$ cat src/hdl/camctr_regs.svh
// Purpose: register map, field positions and timing constants of the cam counter
// Assumes: APB byte addresses, one 32-bit word per register
// Notes:   the stored configuration arrives as a static input vector
`ifndef CAMCTR_REGS_SVH
`define CAMCTR_REGS_SVH

// register byte offsets
`define CAMCTR_OFS_INPUTS    12'h000
`define CAMCTR_OFS_OUTLO     12'h004
`define CAMCTR_OFS_OUTHI     12'h008
`define CAMCTR_OFS_IDENT     12'h00c
`define CAMCTR_OFS_CNTA      12'h010
`define CAMCTR_OFS_CNTB      12'h014
`define CAMCTR_OFS_SETPT     12'h020
`define CAMCTR_OFS_SETPT_END 12'h05c
`define CAMCTR_OFS_REVA      12'h060
`define CAMCTR_OFS_REVB      12'h064

// bit positions inside the 41-bit output and configuration vector (bit 0 = first)
`define CAMCTR_B_MASK   7
`define CAMCTR_B_MRG    8
`define CAMCTR_B_MPOLA  16
`define CAMCTR_B_MPHSA  17
`define CAMCTR_B_CLKA   18
`define CAMCTR_B_RSTA   19
`define CAMCTR_B_MPOLB  20
`define CAMCTR_B_MPHSB  21
`define CAMCTR_B_CLKB   22
`define CAMCTR_B_RSTB   23
`define CAMCTR_B_INV    24
`define CAMCTR_B_VIN    32
`define CAMCTR_B_FILT   34
`define CAMCTR_B_PSA    36
`define CAMCTR_B_PSB    38
// bits that only change while the override mask is set
`define CAMCTR_CFG_MASK 41'h1ff_ff77_ff00
`define CAMCTR_OUTHI_MASK 32'h0000_01ff

// internal clock: 1 MHz from the 10 MHz pclk, then decades
`define CAMCTR_PCLK_HZ  10000000
`define CAMCTR_TICK_HZ  1000000
`define CAMCTR_TICK_DIV (`CAMCTR_PCLK_HZ / `CAMCTR_TICK_HZ)
`define CAMCTR_DECADE   10

`endif

$ cat src/hdl/camctr_pkg.sv
// Purpose: types shared by the cam counter
// Assumes: nothing
// Notes:   constants live in camctr_regs.svh
package camctr_pkg;
  typedef enum logic [1:0] {camctr_idle, camctr_access} camctr_apb_st_t;
  typedef logic [15:0] camctr_word_t;
endpackage

$ cat src/hdl/camctr_top.sv
// Purpose: two-channel electronic cam counter with APB register file
// Assumes: pclk 10 MHz, encoder and marker pins asynchronous to pclk
// Notes:   stored configuration is a static strap vector sampled at runtime
//
// Chosen here: the APB slave port and the register offsets.
`include "camctr_regs.svh"

module camctr_top #(
  parameter logic [15:0] OPTION_ID = 16'h00a5   // arbitrary identity value
) (
  // apb slave
  input  wire logic        pclk,
  input  wire logic        presetn,
  input  wire logic        psel,
  input  wire logic        penable,
  input  wire logic        pwrite,
  input  wire logic [11:0] paddr,
  input  wire logic [31:0] pwdata,
  output logic             pready,
  output logic [31:0]      prdata,
  output logic             pslverr,
  // stored configuration image (same layout as the output vector)
  input  wire logic [40:0] stored_cfg,
  // encoder and general inputs
  input  wire logic [7:0]  din_pins,
  input  wire logic        enc_a_a,
  input  wire logic        enc_a_b,
  input  wire logic        enc_a_marker,
  input  wire logic        enc_b_a,
  input  wire logic        enc_b_b,
  input  wire logic        enc_b_marker,
  // output pins and input conditioning controls
  output logic [7:0]       dout_pins,
  output logic [1:0]       vin_thresh_sel,
  output logic [1:0]       in_filter_sel
);

  ////////////////////////////////////////////////////////////////////////////
  // state

  typedef struct packed {
    camctr_pkg::camctr_apb_st_t st;
    logic                       pready;
    logic                       pslverr;
    logic [31:0]                prdata;
    logic [40:0]                outv;      // host written outputs and config
    camctr_pkg::camctr_word_t [15:0] setpt;
    camctr_pkg::camctr_word_t [1:0]  rev;
    camctr_pkg::camctr_word_t [1:0]  cnt;
    logic [1:0][2:0]            qa;        // sync chains
    logic [1:0][2:0]            qb;
    logic [1:0][2:0]            mk;
    logic [7:0][2:0]            din_s;
    logic [1:0]                 a_prev;
    logic [1:0]                 b_prev;
    logic [1:0]                 mk_prev;
    logic [3:0]                 tick_cnt;
    logic [2:0][3:0]            dec_cnt;
    logic [7:0]                 dout;
    logic [1:0]                 vin;
    logic [1:0]                 filt;
  } camctr_state_t;

  camctr_state_t s_q;
  camctr_state_t s_d;

  ////////////////////////////////////////////////////////////////////////////
  // helpers

  // cam window test with wrap when low exceeds high
  function automatic logic cam_on(input logic [15:0] pos, input logic [15:0] lo, input logic [15:0] hi);
    if (lo <= hi)
      cam_on = (pos >= lo) && (pos < hi);
    else
      cam_on = (pos >= lo) || (pos < hi);
  endfunction

  // decade counter step: returns wrap flag
  function automatic logic dec_wrap(input logic [3:0] v);
    dec_wrap = (v == 4'(`CAMCTR_DECADE - 1));
  endfunction

  // effective config: stored image unless override mask is set
  logic [40:0] cfg;
  always_comb
  begin
    cfg = s_q.outv[`CAMCTR_B_MASK] ? s_q.outv : stored_cfg;
  end

  ////////////////////////////////////////////////////////////////////////////
  // next-state logic

  logic [2:0] tick_en;          // 100k, 10k, 1k enables
  logic       tick_1m;
  logic [7:0] cam;
  logic [7:0] pin;
  logic [11:0] sidx;
  logic        hit;

  always_comb
  begin
    s_d = s_q;
    sidx = 12'h000;
    hit = 1'b0;
    // three-stage synchronisers, only stages 2 and 3 compared
    for (int c = 0; c < 2; c++)
    begin
      s_d.qa[c] = {s_q.qa[c][1:0], (c == 0) ? enc_a_a : enc_b_a};
      s_d.qb[c] = {s_q.qb[c][1:0], (c == 0) ? enc_a_b : enc_b_b};
      s_d.mk[c] = {s_q.mk[c][1:0], (c == 0) ? enc_a_marker : enc_b_marker};
    end
    for (int i = 0; i < 8; i++)
      s_d.din_s[i] = {s_q.din_s[i][1:0], din_pins[i]};

    // internal clock divider chain
    tick_1m = (s_q.tick_cnt == 4'(`CAMCTR_TICK_DIV - 1));
    s_d.tick_cnt = tick_1m ? 4'h0 : s_q.tick_cnt + 4'h1;
    tick_en[0] = tick_1m && dec_wrap(s_q.dec_cnt[0]);
    tick_en[1] = tick_en[0] && dec_wrap(s_q.dec_cnt[1]);
    tick_en[2] = tick_en[1] && dec_wrap(s_q.dec_cnt[2]);
    if (tick_1m)
      s_d.dec_cnt[0] = dec_wrap(s_q.dec_cnt[0]) ? 4'h0 : s_q.dec_cnt[0] + 4'h1;
    if (tick_en[0])
      s_d.dec_cnt[1] = dec_wrap(s_q.dec_cnt[1]) ? 4'h0 : s_q.dec_cnt[1] + 4'h1;
    if (tick_en[1])
      s_d.dec_cnt[2] = dec_wrap(s_q.dec_cnt[2]) ? 4'h0 : s_q.dec_cnt[2] + 4'h1;

    // counters per channel
    for (int c = 0; c < 2; c++)
    begin
      logic a_n;
      logic b_n;
      logic mk_n;
      logic mk_act;
      logic mk_edge;
      logic step;
      logic up;
      logic [1:0] ps;
      logic [15:0] nxt;
      logic [15:0] rev;
      a_n = 1'b0;
      b_n = 1'b0;
      mk_n = 1'b0;
      mk_act = 1'b0;
      mk_edge = 1'b0;
      step = 1'b0;
      up = 1'b1;
      ps = 2'b00;
      nxt = s_q.cnt[c];
      rev = s_q.rev[c];
      // filtered levels: second and third stage agree
      a_n = (s_q.qa[c][1] == s_q.qa[c][2]) ? s_q.qa[c][2] : s_q.a_prev[c];
      b_n = (s_q.qb[c][1] == s_q.qb[c][2]) ? s_q.qb[c][2] : s_q.b_prev[c];
      mk_n = (s_q.mk[c][1] == s_q.mk[c][2]) ? s_q.mk[c][2] : s_q.mk_prev[c];
      s_d.a_prev[c] = a_n;
      s_d.b_prev[c] = b_n;
      s_d.mk_prev[c] = mk_n;
      // marker polarity and phase qualification
      mk_act = mk_n ^ cfg[(c == 0) ? `CAMCTR_B_MPOLA : `CAMCTR_B_MPOLB];
      mk_edge = mk_act && !(s_q.mk_prev[c] ^ cfg[(c == 0) ? `CAMCTR_B_MPOLA : `CAMCTR_B_MPOLB])
                && (b_n == !cfg[(c == 0) ? `CAMCTR_B_MPHSA : `CAMCTR_B_MPHSB]);
      ps = (c == 0) ? cfg[`CAMCTR_B_PSA +: 2] : cfg[`CAMCTR_B_PSB +: 2];
      if (cfg[(c == 0) ? `CAMCTR_B_CLKA : `CAMCTR_B_CLKB])
      begin
        // internal clock, forced up count, rate from prescaler bits
        step = (ps == 2'b00) ? tick_1m : tick_en[ps - 2'b01];
        up = 1'b1;
      end
      else if (a_n != s_q.a_prev[c] || b_n != s_q.b_prev[c])
      begin
        // x4 quadrature decode
        step = 1'b1;
        up = (a_n ^ s_q.b_prev[c]);
      end
      if (step)
        nxt = up ? s_q.cnt[c] + 16'h0001 : s_q.cnt[c] - 16'h0001;
      // wrap at counts per revolution
      if (rev != 16'h0000 && step && up && nxt >= rev)
        nxt = 16'h0000;
      else if (rev != 16'h0000 && step && !up && s_q.cnt[c] == 16'h0000)
        nxt = rev - 16'h0001;
      if (mk_edge || s_q.outv[(c == 0) ? `CAMCTR_B_RSTA : `CAMCTR_B_RSTB])
        nxt = 16'h0000;
      s_d.cnt[c] = nxt;
    end

    // cam signals: 1-4 on channel a, 5-8 on channel b
    for (int k = 0; k < 8; k++)
      cam[k] = cam_on(s_q.cnt[k / 4], s_q.setpt[2 * k], s_q.setpt[2 * k + 1])
               ^ cfg[`CAMCTR_B_INV + k];
    // merge tree: 1->2, 2->4, 3->4, 4->8, 5->6, 6->8, 7->8
    begin
      logic [7:0] m;
      logic [7:0] acc;
      m = {1'b0, cfg[`CAMCTR_B_MRG +: 7]};
      acc = cam;
      acc[1] = acc[1] | (m[0] & acc[0]);
      acc[3] = acc[3] | (m[1] & acc[1]) | (m[2] & acc[2]);
      acc[5] = acc[5] | (m[4] & acc[4]);
      acc[7] = acc[7] | (m[3] & acc[3]) | (m[5] & acc[5]) | (m[6] & acc[6]);
      for (int k = 0; k < 7; k++)
        pin[k] = m[k] ? s_q.outv[k] : acc[k];
      pin[7] = acc[7];
    end
    s_d.dout = pin;
    s_d.vin = cfg[`CAMCTR_B_VIN +: 2];
    s_d.filt = cfg[`CAMCTR_B_FILT +: 2];

    // apb: setup takes us to access, answer one cycle later
    s_d.pready = 1'b0;
    s_d.pslverr = 1'b0;
    case (s_q.st)
      camctr_pkg::camctr_idle:
      begin
        if (psel && !penable)
          s_d.st = camctr_pkg::camctr_access;
      end
      camctr_pkg::camctr_access:
      begin
        if (s_q.pready)
        begin
          s_d.st = camctr_pkg::camctr_idle;
        end
        else
        begin
          s_d.pready = 1'b1;
          s_d.prdata = 32'h0000_0000;
          hit = 1'b1;
          sidx = (paddr - `CAMCTR_OFS_SETPT) >> 2;
          if (paddr[1:0] != 2'b00)
            hit = 1'b0;
          else if (paddr == `CAMCTR_OFS_INPUTS)
          begin
            for (int i = 0; i < 8; i++)
              s_d.prdata[i] = s_q.din_s[i][2];
          end
          else if (paddr == `CAMCTR_OFS_OUTLO)
          begin
            s_d.prdata = s_q.outv[31:0];
            if (pwrite)
              s_d.outv = (s_q.outv & `CAMCTR_CFG_MASK) | ({9'h000, pwdata} & ~`CAMCTR_CFG_MASK);
            // once the mask was set, all config bits follow writes
            if (pwrite && (s_q.outv[`CAMCTR_B_MASK] || pwdata[`CAMCTR_B_MASK]))
              s_d.outv[31:0] = pwdata;
          end
          else if (paddr == `CAMCTR_OFS_OUTHI)
          begin
            s_d.prdata = {23'h000000, s_q.outv[40:32]};
            if (pwrite && s_q.outv[`CAMCTR_B_MASK])
              s_d.outv[40:32] = pwdata[8:0];
          end
          else if (paddr == `CAMCTR_OFS_IDENT)
            s_d.prdata = {16'h0000, OPTION_ID};
          else if (paddr == `CAMCTR_OFS_CNTA)
            s_d.prdata = {16'h0000, s_q.cnt[0]};
          else if (paddr == `CAMCTR_OFS_CNTB)
            s_d.prdata = {16'h0000, s_q.cnt[1]};
          else if (paddr >= `CAMCTR_OFS_SETPT && paddr <= `CAMCTR_OFS_SETPT_END)
          begin
            s_d.prdata = {16'h0000, s_q.setpt[sidx[3:0]]};
            if (pwrite)
              s_d.setpt[sidx[3:0]] = pwdata[15:0];
          end
          else if (paddr == `CAMCTR_OFS_REVA || paddr == `CAMCTR_OFS_REVB)
          begin
            s_d.prdata = {16'h0000, s_q.rev[paddr[2]]};
            if (pwrite)
              s_d.rev[paddr[2]] = pwdata[15:0];
          end
          else
            hit = 1'b0;
          s_d.pslverr = !hit;
        end
      end
      default:
        s_d.st = camctr_pkg::camctr_idle;
    endcase
  end

  ////////////////////////////////////////////////////////////////////////////
  // registers

  // all state resets to zero, so stored image governs until overridden
  always_ff @(posedge pclk or negedge presetn)
  begin
    if (!presetn)
      s_q <= '0;
    else
      s_q <= s_d;
  end

  // outputs straight from flip-flops
  assign pready         = s_q.pready;
  assign prdata         = s_q.prdata;
  assign pslverr        = s_q.pslverr;
  assign dout_pins      = s_q.dout;
  assign vin_thresh_sel = s_q.vin;
  assign in_filter_sel  = s_q.filt;

endmodule

$ cat config.mk
export PLATFORM = sky130hd
export DESIGN_NAME = camctr_top
export DESIGN_NICKNAME = d
export VERILOG_FILES = /design/src/hdl/camctr_pkg.sv /design/src/hdl/camctr_top.sv
export VERILOG_INCLUDE_DIRS = /design/src /design/src/hdl
export SDC_FILE = /design/constraint.sdc
export NUM_CORES = 1
export LEC_CHECK = 0
export BUFFER_PORTS_ARGS = -buffer_cell sky130_fd_sc_hd__buf_2
export CAP_MARGIN = 10
export CORE_MARGIN = 2
export CORE_UTILIZATION = 55
export CTS_BUF_LIST = sky130_fd_sc_hd__clkbuf_4
export DETAILED_ROUTE_END_ITERATION = 6
export PLACE_DENSITY = 0.75
export SYNTH_ARGS = -nofsm -noshare
export SYNTH_HDL_FRONTEND = slang
export SYNTH_SLANG_ARGS = --single-unit
$ cat constraint.sdc
create_clock -name pclk -period 4.9 [get_ports pclk]
set_input_delay 0.245 -clock pclk [delete_from_list [all_inputs] [get_ports pclk]]
set_output_delay 0.245 -clock pclk [all_outputs]
set_load 0.01 [all_outputs]
==> results of run 1 <==
## cell usage after synthesis, types with 9 or more instances
library cell and n:
nand4_1 50, nand2_1 203, maj3_1 12, nand2_2 10
buf_1 10, or3_1 9, a22oi_1 16, a21oi_1 173
nor2b_1 41, o21ai_0 218, o22ai_1 12, and3_1 14
clkbuf_1 49, a211oi_1 36, a21o_1 63, a22o_1 20
mux4_2 80, ha_1 442, buf_4 48, a31oi_1 15
xnor2_1 53, mux2i_1 48, mux2_2 252, dfrtp_1 472
nand2b_1 22, a2111oi_0 10, nor2_1 137, xor2_1 17
nand3_1 51, o21a_1 18, buf_2 56, o31ai_1 12
nor3_1 45, inv_1 314, o211ai_1 25, nor4_1 16
## per-layer routing
layer,part of all wire,global-route usage,vias to the layer above
met5,0.0010,0.00541,-
met4,0.053,0.177,12
met3,0.088,0.0886,330
met2,0.45,0.507,1233
met1,0.41,0.414,13300
li1,-,-,12200
## final timing paths
| kind | slack (ps) | start | end |
|---|---|---|---|
| worst max-delay path | 280 | s_q[403] | s_q[97] |
| worst min-delay path | 110 | stored_cfg[32] | vin_thresh_sel[0] |
| worst max register to register | 280 | s_q[403] | s_q[97] |
| worst min register to register | 340 | s_d[36] | s_q[36] |
| max in group asynchronous | 3750 | presetn | async pin |
| min in group asynchronous | 460 | presetn | s_d[39] |
## through the flow
step | setup TNS (ps) | setup WS [ps] | hold WS, ps | total power [uW] | area, um2
after floorplan | 0 | 14.9 | -50.6 | 7760 | 32900
final | 0 | 279 | 113 | 13900 | 37500
after CTS | 0 | 12.6 | 9.26 | 13700 | 37200
after detailed placement | 0 | 7.15 | 312 | 9600 | 34200
after global placement | 0 | 125 | 314 | 9440 | 34200
after global routing | -477 | -72.7 | 86.6 | 14800 | 37500
## worst max-delay path: stages (launching register included)
cell,delay [ps]
dfrtp_2,460
mux2i_1,390
o21ai_1,180
buf_4,200
fa_1,390
nor2b_1,150
o21a_1,140
o21ai_0,120
a21oi_2,190
o2111ai_2,140
a311oi_2,360
o211ai_1,160
mux2_2,280
ha_1,300
a21o_1,170
a21oi_1,120
o21ai_0,110
nor2_2,230
o211ai_4,200
nor3_2,230
## layout make-up
type / instances / share of cell area
multi-input combinational: 2246 / 0.512
sequential: 472 / 0.315
timing repair buffer: 326 / 0.0668
clock buffer: 181 / 0.0363
inverter: 314 / 0.0315
tap: 773 / 0.0258
clock inverter: 53 / 0.0118
antenna: 8 / 0.000534
## cells in the final DEF, fill, tap and decap left out, types with 15 or more instances in the layout
cell type,netlist,layout
nand2_1,203,203
nor2b_1,41,40
nand4_1,50,50
o21ai_0,218,214
a22oi_1,16,16
a21oi_1,173,169
a22o_1,20,20
xnor2_1,53,52
o211ai_1,25,25
mux4_2,80,80
o21a_1,18,18
mux2i_1,48,48
xor2_1,17,17
a21o_1,63,63
a211oi_1,36,35
clkbuf_4,0,181
nor3_1,45,37
buf_2,56,134
nand2b_1,22,21
dlygate4sd3_1,0,116
nor4_1,16,16
a31oi_1,15,15
clkinv_1,0,32
nor2_1,137,136
mux2_2,252,252
inv_1,314,313
buf_4,48,68
dfrtp_1,472,471
ha_1,442,441
nand3_1,51,50
## timing repair
action,4_1_cts,5_1_grt
resized for setup,2,36
pin swaps,0,22
gates cloned,0,1
endpoints found under the setup margin,4,32
hold endpoints to repair,788,0
setup buffers,0,5
hold buffers,117,0
## power groups by stage
stage | Combinational, uW | Clock [uW] | Sequential [uW]
global route | 6080 | 4240 | 4460
detailed placement | 5100 | 0 | 4500
global placement | 4940 | 0 | 4500
finish | 5480 | 3970 | 4460
CTS | 5260 | 4010 | 4430
floorplan | 3240 | 0 | 4520
## logic make-up (layout without fill, tap and decap cells)
logic type | count (synthesis) | in the layout | synth area share
AO/OA/AOI/OAI | 685 | 686 | 0.131
XOR/XNOR | 70 | 70 | 0.0186
buffers and inverters | 480 | 874 | 0.0631
other | 0 | 8 | 0
adder cells (fa/ha/maj) | 456 | 456 | 0.173
multiplexers | 381 | 381 | 0.156
AND/OR/NAND/NOR | 653 | 653 | 0.0992
flip-flops | 472 | 472 | 0.359
==> PnR_summary.wiki, run 1 <==
{| class="wikitable"
! Metric !! Value
|-
| Switching power share of the total || 0.390
|-
| Combined area of all synthesized cells || 0.0329 mm2
|-
| # port buffers || roughly 140
|-
| Total congestion overflow after global routing || 0
|-
| Worst rel slew slack || 0.316
|-
| Count of distinct cell types in the synthesized netlist || 85
|-
| Number of cells traversed by the worst register-to-register path || 19
|-
| Leakage power summed over all cells || around 0.018 uW
|-
| Core area || 0.0590 mm2
|-
| Dominant register cell in the synthesized netlist || dfrtp_1
|-
| Period Utilization, post-route || 0.943
|-
| Flop pwr share || 0.321
|-
| Placed cell count || ~4000
|-
| Critical path peak fanout || 8
|-
| Maximum number of pins on one net before global-route repair || between 80 and 90
|-
| Top cell type's share of synthesized area || 0.359
|-
| Combinational Power Share || 0.394
|-
| Width of the chip || roughly 250 um
|-
| Final instance count without filler cells || 4373
|-
| Clock-pin slew on the worst setup and hold paths || 70 ps
|-
| Switching power total || approximately 5400 uW
|-
| Register Area || 0.0118 mm2
|-
| Number of nets in the synthesized netlist || 3745
|-
| Worst supply voltage drop on vdd || a little under 0.3 mV
|-
| Warnings, synthesis || 0
|-
| Post-layout minimum cycle time || 4620 ps
|-
| Starting density of the core || 0.557
|-
| PD cells || 371 mW/mm2
|-
| Final RePlAce weighted congestion || between 0.9 and 1
|-
| Via-per-instance ratio || between 6 and 7
|-
| Final max-slew violation count || 0
|-
| Clock root buffer || clkbuf_4
|-
| Antenna violations before repair || 10
|-
| Hold Path Stages || 3
|-
| Layout filler cell count || roughly 4700
|-
| FFs w/ async S/R, synth || 1.00
|-
| Wire length after detailed routing || 101 mm
|-
| Run status || finished clean
|-
| Clock Path Buffers || 3
|-
| Total of max-cap violations || 0
|-
| Wire length of the first global-routing pass || ~160 mm
|-
| Number of sinks on the clock net || around 470
|-
| Aggregate global-route resource usage || 0.326
|-
| Class of the tightest hold or removal check || in2reg
|-
| Post-synth EDFFs || 0
|-
| Syn Inst Count || 3197
|-
| Internal Power || 8480 uW
|-
| Required time at the worst-slack endpoint || 5820 ps
|-
| DP Wirelength || 70.3 mm
|-
| TritonCTS buffer count || approximately 130
|-
| Fraction of the yosys area taken by sequential cells || 0.359
|-
| Average cell area after synthesis || between 10 and 15 um2
|-
| Critical path class || reg2reg
|-
| Clock share of power || 0.285
|-
| Area of the multi-input gates || 0.0192 mm2
|-
| Synth Register Bits || between 400 and 500
|-
| Layout Skew || around 46 ps
|-
| Highest clock rate || 0.216 GHz
|-
| Endpoint class of the critical path || flop
|-
| Signal arrival time at the worst endpoint || 5540 ps
|-
| Die area || just over 0.06 mm2
|-
| Worst slew pin tran || 1030 ps
|-
| Vertical die dimension || between 200 and 250 um
|-
| Total setup violations reported at the end of the flow || 0
|-
| Fraction of final layout cells sized beyond drive strength 1 || 0.228
|-
| Site Rows || 89
|-
| Fin nets || 4041
|-
| Count of final hold-check violations || 0
|-
| Clock latency at the later pin of the worst-skew pair || between 1000 and 1500 ps
|-
| Post-synth top area cell || dfrtp_1
|-
| Final cell utilization of the core || 0.635
|-
| Top area cells in the synthesized netlist || dfrtp_1 (36%), ha_1 (17%), mux2_2 (8.6%), mux4_2 (5.5%), inv_1 (3.6%)
|-
| Layout-stage area growth over the synthesis result || 13.9%
|-
| Worst setup SP type || flop
|-
| Final antenna-violating net count || 0
|-
| Post-detailed-route DRC marker count || 0
|-
| H-tree levels || 4
|-
| Number of global-route vias before repair || 27600
|-
| Pre-Repair DR Iteration Count || 6
|-
| Wire length per cell after detailed routing || between 20 and 25 um
|-
| Via count || between 20000 and 30000
|-
| Starting DRC count in detailed routing || 2304
|-
| Unrepaired setup endpoints after global routing || true
|-
| CTS tree || built
|-
| Ports || 150
|}
Note: power is estimated with default switching activity, not from simulation.
==> run 2: changes to the inputs <==
Settings changed: REMOVE_ABC_BUFFERS set to 1.
==> run 2 against run 1 <==
The run now ends with negative setup slack left. Register-to-register slack lost 430 ps. Setup slack lost 430 ps. Sequential share of layout area grew 0.52 points. Critical endpoint is now s_q[91]. Largest cell class unchanged.
==> PnR_summary.wiki, run 2 (synthesis gave the netlist of run 1 again) <==
{| class="wikitable"
! Metric !! Value
|-
| Wire length per cell after detailed routing || 22.7 um (-1.6%)
|-
| Site Rows || 89 (unchanged)
|-
| Worst path slowest cell || dfrtp_1
|-
| Final setup TNS || -1190 ps (-1190 ps)
|-
| Total congestion overflow after global routing || 0 (unchanged)
|-
| Highest-count cells in the layout ignoring fill and taps || dfrtp_1 (471), ha_1 (441), inv_1 (313)
|-
| Clock latency at the later pin of the worst-skew pair || 970 ps (-40 ps)
|-
| Class of the tightest hold or removal check || in2async
|-
| Highest routing layer actually used || met4
|-
| Timing startpoint of the critical path || s_q[72]
|-
| Number of sinks on the clock net || 472 (unchanged)
|-
| Clock share of power || 0.258 (-0.027)
|-
| CTS tree || built
|-
| Leakage power summed over all cells || 0.0177 uW (-1.4%)
|-
| Period Utilization, post-route || 1.03 (+0.0879)
|-
| Die area || 0.0618 mm2 (unchanged)
|-
| Placed cell count || 4004 (-0.075%)
|-
| H-tree levels || 3 (-1)
|-
| Min Hold Slack || 2.10 ps (-111 ps)
|-
| Final RePlAce weighted congestion || 0.992 (+3.9%)
|-
| Endpoint class of the critical path || flop
|-
| R2R Path Start || s_q[72]
|-
| Commonest non-fill, non-tap cell in the layout || dfrtp_1
|-
| PD cells || 361 mW/mm2 (-2.8%)
|-
| Worst supply voltage drop on vdd || 0.333 mV (+13%)
|-
| Worst rel slew slack || 0.254 (-0.0621)
|-
| Number of global-route vias before repair || 26600 (-3.4%)
|-
| Critical path class || reg2reg
|-
| Wire length after detailed routing || 98.1 mm (-2.8%)
|-
| Highest clock rate || 0.198 GHz (-8.5%)
|-
| Ports || 150 (unchanged)
|-
| Vertical die dimension || 249 um (unchanged)
|-
| Routed wl met3 || 9.41 mm (+6.0%)
|-
| Final cell utilization of the core || 0.624 (-0.0103)
|-
| Layout Skew || 73.1 ps (+26.9 ps)
|-
| Critical path peak fanout || 14 (+6)
|-
| Total setup violations reported at the end of the flow || 13 (+13)
|-
| Critical Path Max Stage Delay || 420 ps (-40 ps)
|-
| Width of the chip || 249 um (unchanged)
|-
| Via-per-instance ratio || 6.21 (+0.28%)
|-
| Count of final hold-check violations || 0 (unchanged)
|-
| Via count || 26800 (-0.89%)
|-
| Pre-Repair DR Iteration Count || 5 (-1)
|-
| Worst setup SP type || flop
|-
| Flop pwr share || 0.335 (+0.014)
|-
| Starting density of the core || 0.557 (unchanged)
|-
| Final max-slew violation count || 0 (unchanged)
|-
| Starting DRC count in detailed routing || 2287 (-0.74%)
|-
| Cell-by-cell trace of the critical path || maj3_2 > xnor2_2 > nand3_2 > inv_2 > buf_12 > ha_1 > a21o_1 > a21oi_2 > o21a_1 > o31ai_1 > o211ai_1 > o2111ai_1 > a21oi_2 > xnor2_1 > o21ai_1 > nand2_1 > ha_1 > a211oi_2 > nor4bb_1 > o21ai_1 > buf_4 > a311oi_2
|-
| Area of all placed cells without fillers || 0.0369 mm2 (-1.6%)
|-
| Final antenna-violating net count || 0 (unchanged)
|-
| Core area || 0.0590 mm2 (unchanged)
|-
| Total of max-cap violations || 0 (unchanged)
|-
| Placement Cell Area || 0.0342 mm2 (-0.10%)
|-
| Aggregate global-route resource usage || 0.314 (-0.0121)
|-
| Clock Path Buffers || 3 (unchanged)
|-
| Post-layout minimum cycle time || 5050 ps (+431 ps)
|-
| Wire length of the first global-routing pass || 150 mm (-3.9%)
|-
| Number of cells traversed by the worst register-to-register path || 22 (+3)
|-
| Switching power share of the total || 0.397 (+0.00677)
|-
| Failing checks || negative setup slack
|-
| Maximum number of pins on one net before global-route repair || 124 (+44%)
|-
| Met2 wirelength from detailed routing || 43.0 mm (-5.4%)
|-
| Final instance count without filler cells || 4322 (-1.2%)
|-
| Switching power total || 5280 uW (-2.7%)
|-
| Signal arrival time at the worst endpoint || 5900 ps (+360 ps)
|-
| TritonCTS buffer count || 120 (-9.8%)
|-
| Combinational Power Share || 0.407 (+0.013)
|-
| DP Wirelength || 68.7 mm (-2.3%)
|-
| # port buffers || 137 (unchanged)
|-
| Met1 wire length || 40.0 mm (-2.8%)
|-
| Required time at the worst-slack endpoint || 5750 ps (-70 ps)
|-
| Layout-stage area growth over the synthesis result || 12.1%
|-
| Antenna violations before repair || 5 (-5)
|-
| Clock root buffer || clkbuf_4
|-
| Post-detailed-route DRC marker count || 0 (unchanged)
|-
| Clock-pin slew on the worst setup and hold paths || 70 ps (about the same)
|-
| Fraction of final layout cells sized beyond drive strength 1 || 0.224 (-0.00356)
|-
| Fin nets || 4000 (-1.0%)
|-
| Worst slew pin tran || 1120 ps (+93.0 ps)
|-
| Worst setup slack after layout || -151 ps (-431 ps)
|-
| Run status || complete, but fails checks
|-
| Internal Power || 8020 uW (-5.5%)
|}
run 2: changes by cell type in the layout (fill, tap and decap cells not counted), sizes merged:
| cell | before | now |
|---|---|---|
| buf | 210 | 204 |
| inv | 314 | 316 |
| clkinvlp | 6 | 0 |
| dlygate4sd3 | 116 | 94 |
| bufinv | 8 | 2 |
| diode | 8 | 7 |
| clkinv | 39 | 36 |
| clkbuf | 181 | 172 |
run 2: metal layers:
metal / GRT usage / vias to the layer above
li1: - / 12100
met1: 0.419 / 13100
met2: 0.474 / 1288
met3: 0.0685 / 292
met4: 0.177 / 0
met5: 0 / -
run 2: layout make-up:
class | instances | area, um2
fillers | 4756 | 22200
clock inverters | 40 | 226
diodes | 7 | 17.5
repair buffers | 298 | 2200
well taps | 773 | 967
multi-input cells | 2246 | 19200
flip-flops and latches | 472 | 11800
clock buffers | 172 | 1290
inverters | 314 | 1180
run 2: power by group through the flow:
stage / Combinational (uW) / Sequential [uW] / Clock, uW
CTS: 5210 / 4430 / 3470
global route: 5960 / 4460 / 3700
global placement: 4900 / 4490 / 0
finish: 5410 / 4460 / 3430
detailed placement: 5060 / 4500 / 0
floorplan: 3070 / 4550 / 0
run 2: what timing repair did:
action                                  CTS  global route
hold buffers                             94             0
gates resized for setup                   8            32
hold endpoints to repair                431             0
endpoints found under the setup margin   21            32
pin swaps                                 1            24
cloned                                    0             1
buffers inserted                          1             3
run 2: stage by stage:
stage                     total power, uW  setup slack [ps]
after floorplan                      7620              -519
after global placement               9400              34.1
after detailed placement             9560             -93.1
after CTS                           13100              22.3
after global routing                14100              -343
final                               13300              -151
run 2: critical path: cells and delay by family (launching register included):
family	cells	cell delay [ps]
compound gates	11	2260
fa+ha+maj	3	830
simple gates	3	660
buf+inv	3	480
flops	1	420
xor+xnor	2	300
run 2: final timing paths:
kind                             end  slack, ps
min in group pclk          prdata[8]         70
setup reg to reg             s_q[91]       -150
setup / recovery             s_q[91]       -150
hold / removal               s_q[75]          2
hold reg to reg              s_q[48]        310
max in group asynchronous  async pin       3610
